[src/core/sync_ref_pkg.sv]
package sync_ref_pkg;

	// Clock and rate figures
	localparam int unsigned MCLK_HZ = 125000000;
	localparam int unsigned RATE_MIN_HZ = 28000;
	localparam int unsigned RATE_MAX_HZ = 103000;
	localparam int unsigned LINK_MAX_HZ = 48000;

	// Period limits in mclk cycles
	localparam logic [15:0] PERIOD_MIN = 16'(MCLK_HZ / RATE_MAX_HZ);
	localparam int unsigned PERIOD_MAX_DEF = (MCLK_HZ + RATE_MIN_HZ - 1) / RATE_MIN_HZ;
	localparam logic [15:0] LINK_PERIOD_MIN = 16'(MCLK_HZ / LINK_MAX_HZ);

	// Qualification and drift window
	localparam logic [1:0] GOOD_FRAMES = 2'h2;
	localparam logic [4:0] SYNC_LAST = 5'hF;
	localparam logic signed [3:0] DRIFT_LIMIT = 4'sh2;
	localparam logic [15:0] RATE_TOL = 16'h0002;

	// Source indices
	localparam int N_SRC = 6;
	localparam logic [2:0] SRC_WORD = 3'h0;
	localparam logic [2:0] SRC_OPT1 = 3'h1;
	localparam logic [2:0] SRC_OPT2 = 3'h2;
	localparam logic [2:0] SRC_OPT3 = 3'h3;
	localparam logic [2:0] SRC_OSYNC = 3'h4;
	localparam logic [2:0] SRC_COAX = 3'h5;
	localparam logic [2:0] SRC_LAST = 3'h5;
	localparam logic [2:0] SRC_INTERNAL = 3'h7;

	typedef enum logic [1:0] {LOCK_NONE, LOCK_VALID, LOCK_SYNC} lock_t;
	typedef lock_t [N_SRC-1:0] lock_vec_t;
	typedef enum logic [1:0] {SEL_MASTER, SEL_LOCKED, SEL_SCAN} sel_state_t;

	typedef struct packed {
		logic slave;
		logic [2:0] src;
		logic [15:0] period;
	} ref_report_t;

	function automatic logic is_optical(input logic [2:0] src);
		return (src == SRC_OPT1) || (src == SRC_OPT2) || (src == SRC_OPT3);
	endfunction

	function automatic logic src_valid(input logic [N_SRC-1:0] vec, input logic [2:0] src);
		return (src <= SRC_LAST) && vec[src];
	endfunction

endpackage

[src/core/rate_meter.sv]
`timescale 1ns/1ns
`default_nettype none

module rate_meter #(
	parameter logic [15:0] PERIOD_MAX = 16'(sync_ref_pkg::PERIOD_MAX_DEF)
) (
	input wire logic mclk_i,
	input wire logic sys_rst_i,
	input wire logic ce_i,
	input wire logic pin_i,
	output logic edge_o,
	output logic valid_o,
	output logic [15:0] period_o
);

	logic [2:0] sync_reg;
	logic level_reg;
	logic [15:0] cnt_reg;
	logic [1:0] good_reg;

	// Edge counts once second and third stages agree
	wire agree_w = sync_reg[1] == sync_reg[2];
	wire rise_w = agree_w && sync_reg[2] && !level_reg;
	wire in_range_w = (cnt_reg >= sync_ref_pkg::PERIOD_MIN) && (cnt_reg <= PERIOD_MAX);
	wire stale_w = cnt_reg > PERIOD_MAX;
	wire good_full_w = good_reg == sync_ref_pkg::GOOD_FRAMES;

	always_ff @(posedge mclk_i) begin
		if (sys_rst_i) begin
			sync_reg <= 3'h0;
			level_reg <= 1'b0;
			cnt_reg <= 16'h0;
			good_reg <= 2'h0;
			edge_o <= 1'b0;
			valid_o <= 1'b0;
			period_o <= 16'h0;
		end else if (ce_i) begin
			sync_reg <= {sync_reg[1:0], pin_i};
			if (agree_w)
				level_reg <= sync_reg[2];
			edge_o <= rise_w;
			if (rise_w)
				cnt_reg <= 16'h1;
			else if (!stale_w)
				cnt_reg <= 16'(cnt_reg + 16'h1);
			if (rise_w && in_range_w) begin
				good_reg <= good_full_w ? good_reg : 2'(good_reg + 2'h1);
				period_o <= cnt_reg;
			end else if (rise_w || stale_w)
				good_reg <= 2'h0;
			valid_o <= good_full_w && !stale_w;
		end
	end
endmodule

`default_nettype wire

[src/core/input_sync_monitor_clock_select.sv]
// Contract
// - Each clock source input is reported as no signal, valid signal, or valid and synchronous.
// - The active reference input is reported together with its measured rate.
// - The block locks to any reference rate from 28 to 103 kHz, not only standard rates.
// - The word clock input accepts and tracks any frequency from 28 to 103 kHz.
// - At 88.2 or 96 kHz sample multiplex mode is entered automatically, but with an optical reference only when double_speed_i is set.
// - With a non-optical reference up to 96 kHz the optical links never run at a frame rate above 48 kHz; higher rates are multiplexed.
// - In multiplex mode each channel is spread over two link channels at a 44.1 or 48 kHz frame.
// - In multiplex mode the optical reference rate is half the coaxial (system) rate.
// - When slaved, output frames are clocked from the external reference.
// - In automatic mode the preferred input is used while valid, else inputs are scanned in turn.
// - With no valid input in automatic mode the block falls back to the crystal as master.
`timescale 1ns/1ns
`default_nettype none

module input_sync_monitor_clock_select #(
	parameter logic [15:0] PERIOD_MAX = 16'(sync_ref_pkg::PERIOD_MAX_DEF)
) (
	input wire logic mclk_i,
	input wire logic sys_rst_i,
	input wire logic ce_i,
	input wire logic [5:0] src_pin_i,
	input wire logic auto_mode_i,
	input wire logic [2:0] pref_ref_i,
	input wire logic [15:0] int_period_i,
	input wire logic double_speed_i,
	output wire sync_ref_pkg::lock_vec_t lock_o,
	output sync_ref_pkg::ref_report_t ref_report_o,
	output logic [15:0] sys_period_o,
	output logic [15:0] link_period_o,
	output logic mux_mode_o,
	output logic out_frame_o,
	output logic link_frame_o,
	output logic lane_sel_o
);

	logic [5:0] edge_w;
	logic [5:0] valid_w;
	logic [15:0] period_w [6];

	genvar g;
	generate
		for (g = 0; g < sync_ref_pkg::N_SRC; g++) begin : meter
			rate_meter #(.PERIOD_MAX(PERIOD_MAX)) u_meter (
				.mclk_i(mclk_i),
				.sys_rst_i(sys_rst_i),
				.ce_i(ce_i),
				.pin_i(src_pin_i[g]),
				.edge_o(edge_w[g]),
				.valid_o(valid_w[g]),
				.period_o(period_w[g])
			);
		end
	endgenerate

	// Reference selection
	sync_ref_pkg::sel_state_t sel_state_reg;
	sync_ref_pkg::sel_state_t sel_state_next;
	logic [2:0] ref_sel_reg;
	logic [2:0] ref_sel_next;
	logic [2:0] scan_idx_reg;
	logic [2:0] scan_idx_next;

	wire pref_ok_w = sync_ref_pkg::src_valid(valid_w, pref_ref_i);
	wire cur_ok_w = sync_ref_pkg::src_valid(valid_w, ref_sel_reg);
	wire scan_ok_w = sync_ref_pkg::src_valid(valid_w, scan_idx_reg);
	wire any_ok_w = |valid_w;
	wire [2:0] scan_step_w = (scan_idx_reg >= sync_ref_pkg::SRC_LAST) ? 3'h0 : 3'(scan_idx_reg + 3'h1);

	always_comb begin
		sel_state_next = sel_state_reg;
		ref_sel_next = ref_sel_reg;
		scan_idx_next = scan_idx_reg;
		case (sel_state_reg)
			sync_ref_pkg::SEL_MASTER: begin
				if (auto_mode_i && any_ok_w)
					sel_state_next = sync_ref_pkg::SEL_SCAN;
			end
			sync_ref_pkg::SEL_LOCKED: begin
				if (!cur_ok_w) begin
					sel_state_next = sync_ref_pkg::SEL_SCAN;
					ref_sel_next = sync_ref_pkg::SRC_INTERNAL;
				end
			end
			sync_ref_pkg::SEL_SCAN: begin
				if (scan_ok_w) begin
					sel_state_next = sync_ref_pkg::SEL_LOCKED;
					ref_sel_next = scan_idx_reg;
				end else
					scan_idx_next = scan_step_w;
			end
			default: begin
				sel_state_next = sync_ref_pkg::SEL_MASTER;
				ref_sel_next = sync_ref_pkg::SRC_INTERNAL;
			end
		endcase
		if (auto_mode_i && pref_ok_w) begin
			sel_state_next = sync_ref_pkg::SEL_LOCKED;
			ref_sel_next = pref_ref_i;
		end
		if (!auto_mode_i || !any_ok_w) begin
			sel_state_next = sync_ref_pkg::SEL_MASTER;
			ref_sel_next = sync_ref_pkg::SRC_INTERNAL;
		end
	end

	always_ff @(posedge mclk_i) begin
		if (sys_rst_i) begin
			sel_state_reg <= sync_ref_pkg::SEL_MASTER;
			ref_sel_reg <= sync_ref_pkg::SRC_INTERNAL;
			scan_idx_reg <= 3'h0;
		end else if (ce_i) begin
			sel_state_reg <= sel_state_next;
			ref_sel_reg <= ref_sel_next;
			scan_idx_reg <= scan_idx_next;
		end
	end

	// Internal crystal frame divider
	logic [15:0] int_cnt_reg;
	logic int_tick_reg;
	wire int_wrap_w = 16'(int_cnt_reg + 16'h1) >= int_period_i;

	always_ff @(posedge mclk_i) begin
		if (sys_rst_i) begin
			int_cnt_reg <= 16'h0;
			int_tick_reg <= 1'b0;
		end else if (ce_i) begin
			int_cnt_reg <= int_wrap_w ? 16'h0 : 16'(int_cnt_reg + 16'h1);
			int_tick_reg <= int_wrap_w;
		end
	end

	// Active reference and derived rates
	wire slave_w = sel_state_reg == sync_ref_pkg::SEL_LOCKED;
	wire [2:0] ref_idx_w = slave_w ? ref_sel_reg : sync_ref_pkg::SRC_WORD;
	wire ref_edge_w = slave_w ? edge_w[ref_idx_w] : int_tick_reg;
	wire [15:0] ref_period_w = slave_w ? period_w[ref_idx_w] : int_period_i;
	wire opt_ref_w = slave_w && sync_ref_pkg::is_optical(ref_sel_reg);
	wire sys_double_w = opt_ref_w ? double_speed_i : (ref_period_w < sync_ref_pkg::LINK_PERIOD_MIN);
	wire [15:0] sys_period_w = (opt_ref_w && double_speed_i) ? {1'b0, ref_period_w[15:1]} : ref_period_w;
	wire [15:0] dbl_period_w = {ref_period_w[14:0], 1'b0};
	wire [15:0] link_period_w = (opt_ref_w || !sys_double_w) ? ref_period_w : dbl_period_w;
	wire link_tick_w = ref_edge_w && (opt_ref_w || !sys_double_w || lane_sel_o);

	always_ff @(posedge mclk_i) begin
		if (sys_rst_i) begin
			ref_report_o <= '{slave: 1'b0, src: sync_ref_pkg::SRC_INTERNAL, period: 16'h0};
			sys_period_o <= 16'h0;
			link_period_o <= 16'h0;
			mux_mode_o <= 1'b0;
			out_frame_o <= 1'b0;
			link_frame_o <= 1'b0;
			lane_sel_o <= 1'b0;
		end else if (ce_i) begin
			ref_report_o <= '{slave: slave_w, src: ref_sel_reg, period: ref_period_w};
			sys_period_o <= sys_period_w;
			link_period_o <= link_period_w;
			mux_mode_o <= sys_double_w;
			out_frame_o <= ref_edge_w;
			link_frame_o <= link_tick_w;
			if (!sys_double_w || opt_ref_w)
				lane_sel_o <= 1'b0;
			else if (ref_edge_w)
				lane_sel_o <= !lane_sel_o;
		end
	end

	// Drift window, counted in reference frames
	logic [4:0] win_cnt_reg;
	wire win_end_w = ref_edge_w && (win_cnt_reg == sync_ref_pkg::SYNC_LAST);

	always_ff @(posedge mclk_i) begin
		if (sys_rst_i)
			win_cnt_reg <= 5'h0;
		else if (ce_i && ref_edge_w)
			win_cnt_reg <= win_end_w ? 5'h0 : 5'(win_cnt_reg + 5'h1);
	end

	generate
		for (g = 0; g < sync_ref_pkg::N_SRC; g++) begin : track
			logic signed [3:0] drift_reg;
			sync_ref_pkg::lock_t lock_reg;
			wire bad_w = (drift_reg >= sync_ref_pkg::DRIFT_LIMIT) || (drift_reg <= -sync_ref_pkg::DRIFT_LIMIT);
			// Steady rate offset, too slow for the frame window to count
			wire [15:0] rate_gap_w = (period_w[g] > ref_period_w) ?
				16'(period_w[g] - ref_period_w) : 16'(ref_period_w - period_w[g]);
			wire off_rate_w = rate_gap_w > sync_ref_pkg::RATE_TOL;

			always_ff @(posedge mclk_i) begin
				if (sys_rst_i) begin
					drift_reg <= 4'sh0;
					lock_reg <= sync_ref_pkg::LOCK_NONE;
				end else if (ce_i) begin
					if (win_end_w)
						drift_reg <= 4'sh0;
					else if (!bad_w && edge_w[g] && !ref_edge_w)
						drift_reg <= drift_reg + 4'sh1;
					else if (!bad_w && !edge_w[g] && ref_edge_w)
						drift_reg <= drift_reg - 4'sh1;
					if (!valid_w[g])
						lock_reg <= sync_ref_pkg::LOCK_NONE;
					else if (bad_w || off_rate_w)
						lock_reg <= sync_ref_pkg::LOCK_VALID;
					else if (win_end_w)
						lock_reg <= sync_ref_pkg::LOCK_SYNC;
					else if (lock_reg == sync_ref_pkg::LOCK_NONE)
						lock_reg <= sync_ref_pkg::LOCK_VALID;
				end
			end

			assign lock_o[g] = lock_reg;

		end
	endgenerate
endmodule

`default_nettype wire

[config.mk]
export PLATFORM = sky130hd
export DESIGN_NAME = input_sync_monitor_clock_select
export DESIGN_NICKNAME = d
export VERILOG_FILES = /design/src/core/sync_ref_pkg.sv /design/src/core/rate_meter.sv /design/src/core/input_sync_monitor_clock_select.sv
export SDC_FILE = /design/constraint.sdc
export NUM_CORES = 1
export LEC_CHECK = 0
export ABC_AREA = 1
export BUFFER_PORTS_ARGS = -buffer_cell sky130_fd_sc_hd__buf_2
export CELL_PAD_IN_SITES_DETAIL_PLACEMENT = 1
export CELL_PAD_IN_SITES_GLOBAL_PLACEMENT = 1
export CORE_MARGIN = 4
export CORE_UTILIZATION = 35
export CTS_CLUSTER_DIAMETER = 100
export DETAILED_ROUTE_END_ITERATION = 12
export GPL_TIMING_DRIVEN = 0
export HOLD_SLACK_MARGIN = 0.05
export PLACE_DENSITY = 0.77
export SLEW_MARGIN = 20
export SYNTH_ARGS = -nofsm -noshare
export SYNTH_HDL_FRONTEND = slang
export SYNTH_SLANG_ARGS = --single-unit
[constraint.sdc]
create_clock -name mclk_i -period 6.28 [get_ports mclk_i]
set_input_delay 1.57 -clock mclk_i [delete_from_list [all_inputs] [get_ports mclk_i]]
set_output_delay 1.57 -clock mclk_i [all_outputs]
set_load 0.02 [all_outputs]
==> reports/summary.txt <==
================================================================================
Sequential element share of the synthesized area                           0.249
Highest routing layer actually used                                         met5
Fraction of synthesized area in multiplexers                                   0
Number of placed I/O pins                                                     98
Synthesized area                                                      29100 um^2
Start point of the critical path                                    ref_sel_reg[2]
Outcome                                                             finished, final reports clean
Power density relative to cell area                                  182 nW/um^2
Combinational family with the most area after synthesis             simple AND/OR/NAND/NOR gates
Main synth FF type                                                  sky130_fd_sc_hd__dfxtp_1
Worst Hold Path Cells                                                          2
Initial detailed-routing violation count                                    2290
Crit share post-route                                                      0.987
Cell types with the largest area share after synthesis              sky130_fd_sc_hd__dfxtp_1 25%, sky130_fd_sc_hd__nand2_1 18%, sky130_fd_sc_hd__ha_1 11%, sky130_fd_sc_hd__inv_1 9.5%, sky130_fd_sc_hd__a21oi_1 7.2%
Startpoint class of the critical path                                  flip-flop
Count of input and output buffers                                             96
Source of the worst register-to-register timing path                ref_sel_reg[2]
Gate count after technology mapping                                         4795
TritonCTS clock tree                                                        done
Router iterations before antenna repair                                        5
Remaining max-slew budget at the tightest pin                              0.191
Clock root buffer                                                   sky130_fd_sc_hd__clkbuf_16
Reg-to-reg endpoint                                                 track[1].lock_reg[0]
End point of the critical path                                      track[1].lock_reg[0]
Placer's final routability congestion estimate                             0.998
Via density per instance                                                    5.34
Die Span X                                                                296 um
Unique masters post-synth                                                     57
Fillers                                                                    11.2k
Mean routed wirelength per cell                                          20.8 um
Die span in y                                                             296 um
Final Net Count                                                             5248
Maximum number of pins on one net before global-route repair                  13
Leakage power figure                                                     16.2 nW
Final core area utilization                                                0.396
Transition at the pin with the smallest max-transition slack             1210 ps
Wire length of the first global-routing pass                              189 mm
Total routing usage reported by global routing                             0.281
Setup slack, reg-to-reg                                                    80 ps
Insertion delay of the later-clocked pin in the worst-skew pair           580 ps
Place WS                                                                 -712 ps
Synth Area in Adders                                                       0.119
Combined area of the multi-input logic cells                          18500 um^2
Number of placement rows                                                     105
Sum of internal, switching and leakage power                             5.92 mW
Type of destination of the critical path                               flip-flop
VDD IR-drop max                                                         0.186 mV
Category of the most critical setup path                            flip-flop to flip-flop
Fin worst setup slack                                                    78.9 ps
Largest clock skew in the final design                                   13.0 ps
Final setup violation count                                                    0
Routed wire length on met2                                               56.4 mm
Core box area                                                         82200 um^2
FF+latch area                                                          7250 um^2
Routed met3 length                                                       8.17 mm
Synth cell count leaders                                            1408 x sky130_fd_sc_hd__nand2_1, 738 x sky130_fd_sc_hd__inv_1, 467 x sky130_fd_sc_hd__nor2_1, 418 x sky130_fd_sc_hd__a21oi_1, 362 x sky130_fd_sc_hd__dfxtp_1
Share of the synthesized netlist area taken by xor and xnor gates         0.0199
Fraction of post-synthesis cell area in the top cell type by area          0.249
Clock Pin Slew Worst Setup and Hold Paths                                  60 ps
Mapped Avg Cell Area                                                   6.07 um^2
Initial antenna violation count                                                6
Number of global-route vias before repair                                  32.0k
Fraction of final layout cells sized beyond drive strength 1              0.0630
Number of buffers inserted during clock tree synthesis                        41
Net count of the mapped netlist                                             5091
Layout overhead on the synthesized area                                    12.0%
Min Tclk post-route                                                      6200 ps
DRC                                                                            0
Die area                                                              87800 um^2
Flip-flop and latch count after synthesis                                    362
Cell taking the most area after synthesis                           sky130_fd_sc_hd__dfxtp_1
Count of clock tree sinks                                                    362
Max-capacitance violation count                                                0
Total gr overflow                                                              0
Count of warnings emitted by yosys                                             0
Via Count                                                                  32.4k
Maximum clock rate                                                       161 MHz
Hold WC Path Type                                                   flip-flop to flip-flop
Final hold violation count                                                     0
Remaining antenna violation count                                              0
Arrival time worst endpoint                                              6710 ps
Most instantiated library cell after synthesis                      sky130_fd_sc_hd__nand2_1
Met1 layer wirelength in the final routing                               55.3 mm
Final HPWL DP                                                            99.1 mm
Compound-Gate Fraction of Synth Area                                       0.159
Clock Tree Buf Depth                                                           3
Area fraction in and, or, nand and nor cells after synthesis               0.336
Count of flip-flops with a built-in enable after synthesis                     0
Reg2reg path depth                                                            24
Initial core utilization                                                   0.354
Number of buffers inserted by hold repair at cts                               0
Number of pins with negative max-slew slack in the final report                0
Share of synthesized flip-flops with an asynchronous set or reset              0
Req. time, crit path                                                     6780 ps
Maximum fanout along the worst path                                           11
Sum of routed wire length over all layers                                 126 mm
Maximum level of the CTS H-tree                                                2
================================================================================
==> worst min path at each step <==
stage	to	slack, ps	start
after detailed placement	meter[4].u_meter.cnt_reg[13]	430	meter[4].u_meter.cnt_reg[13]
after global placement	meter[0].u_meter.cnt_reg[13]	430	meter[0].u_meter.cnt_reg[13]
after global routing	meter[4].u_meter.cnt_reg[13]	460	meter[4].u_meter.cnt_reg[13]
after CTS	meter[5].u_meter.cnt_reg[13]	440	meter[5].u_meter.cnt_reg[13]
after floorplan	meter[5].u_meter.cnt_reg[15]	420	meter[5].u_meter.cnt_reg[15]
final	meter[4].u_meter.cnt_reg[13]	440	meter[4].u_meter.cnt_reg[13]
==> power by group <==
group,leakage [nW],switching (mW),total [mW],internal [mW]
sequential,2.94,0.0412,2.39,2.35
combinational,12.6,0.734,1.03,0.293
clock,0.687,1.04,2.50,1.47
total,16.2,1.81,5.92,4.10
==> cells in the final DEF, fill, tap and decap left out, types with 6 or more instances in the layout <==
cell type                   synthesis  layout
sky130_fd_sc_hd__o21ai_1           22      22
sky130_fd_sc_hd__fa_1              18      18
sky130_fd_sc_hd__o21bai_1           9       9
sky130_fd_sc_hd__ha_1             248     248
sky130_fd_sc_hd__buf_2             27     123
sky130_fd_sc_hd__nor2_2             5      10
sky130_fd_sc_hd__inv_2             20      20
sky130_fd_sc_hd__clkbuf_2           4       7
sky130_fd_sc_hd__a21boi_0           6       6
sky130_fd_sc_hd__nand4_1           63      63
sky130_fd_sc_hd__nand2_2           11      17
sky130_fd_sc_hd__diode_2            0       8
sky130_fd_sc_hd__clkbuf_1          67      72
sky130_fd_sc_hd__inv_1            738     733
sky130_fd_sc_hd__buf_4              3      18
sky130_fd_sc_hd__buf_1             10      10
sky130_fd_sc_hd__a21oi_1          418     417
sky130_fd_sc_hd__or2_2              6       6
sky130_fd_sc_hd__a21o_1             6       6
sky130_fd_sc_hd__nand3_1          292     292
sky130_fd_sc_hd__buf_6              7       7
sky130_fd_sc_hd__dfxtp_1          362     362
sky130_fd_sc_hd__xnor2_1           16      16
sky130_fd_sc_hd__clkinv_2           0       8
sky130_fd_sc_hd__clkbuf_8           0      11
sky130_fd_sc_hd__and2_1             6       6
sky130_fd_sc_hd__nor2_1           467     462
sky130_fd_sc_hd__nor3_1            86      86
sky130_fd_sc_hd__o311a_1            6       6
sky130_fd_sc_hd__o211ai_1          32      32
sky130_fd_sc_hd__o21ai_0          275     273
sky130_fd_sc_hd__o22ai_1           12      12
sky130_fd_sc_hd__nand2_1         1408    1402
sky130_fd_sc_hd__a211oi_1          15      15
sky130_fd_sc_hd__o221ai_1          11      11
sky130_fd_sc_hd__xor2_1            50      50
sky130_fd_sc_hd__clkbuf_16          0      43
sky130_fd_sc_hd__nand3_2            6       6
==> routing by layer <==
layer / global-route usage / vias up
li1: - / 15664
met1: 0.369 / 15513
met2: 0.450 / 962
met3: 0.0458 / 245
met4: 0.131 / 2
met5: 0 / -
==> metrics by stage <==
step / TNS [ps] / hold slack (ps) / std cells / instance area (um^2)
global placement: -26980 / 427 / 5961 / 30900
finish: 0 / 441 / 6061 / 32600
floorplan: 0 / 418 / 4795 / 29100
global route: -25.6 / 461 / 6053 / 32600
CTS: 0 / 443 / 6047 / 32500
detailed placement: -5250 / 434 / 5964 / 31000
==> critical path, cell delays in order, from the launching register on <==
cell and delay [ps]:
sky130_fd_sc_hd__dfxtp_1 450, sky130_fd_sc_hd__inv_1 240, sky130_fd_sc_hd__clkbuf_1 660, sky130_fd_sc_hd__nand3_1 390
sky130_fd_sc_hd__nand3_1 190, sky130_fd_sc_hd__nand2_2 390, sky130_fd_sc_hd__inv_1 830, sky130_fd_sc_hd__ha_1 370
sky130_fd_sc_hd__buf_2 170, sky130_fd_sc_hd__nand2_1 150, sky130_fd_sc_hd__nor2_1 110, sky130_fd_sc_hd__and2_1 190
sky130_fd_sc_hd__nand2_1 70, sky130_fd_sc_hd__nand2_1 80, sky130_fd_sc_hd__nand2_1 200, sky130_fd_sc_hd__inv_1 150
sky130_fd_sc_hd__nand2_1 90, sky130_fd_sc_hd__nand2_1 50, sky130_fd_sc_hd__nor2_1 140, sky130_fd_sc_hd__nand3_1 100
sky130_fd_sc_hd__nor2_2 490, sky130_fd_sc_hd__nand3_1 230, sky130_fd_sc_hd__nand3_1 150, sky130_fd_sc_hd__nand2_1 80
sky130_fd_sc_hd__nor2_1 120
==> area by class of cell <==
type,instances,area share
multi-input combinational,3555,0.569
sequential,362,0.222
inverter,760,0.0881
tap,1070,0.0411
clock buffer,62,0.0386
timing repair buffer,114,0.0201
buffer,118,0.0169
clock inverter,12,0.00361
antenna,8,0.000614
==> logic make-up after synthesis <==
| logic type | after synthesis |
|---|---|
| compound gates | 847 |
| xor+xnor | 66 |
| fa+ha+maj | 266 |
| buf+inv | 878 |
| flops | 362 |
| simple gates | 2376 |
==> what timing repair did <==
action | in CTS | in global routing
buffers inserted | 9 | 6
hold endpoints to repair | 0 | 0
endpoints found under the setup margin | 9 | 12
resized for setup | 7 | 11
No activity file was read; power rests on OpenSTA's default activity.
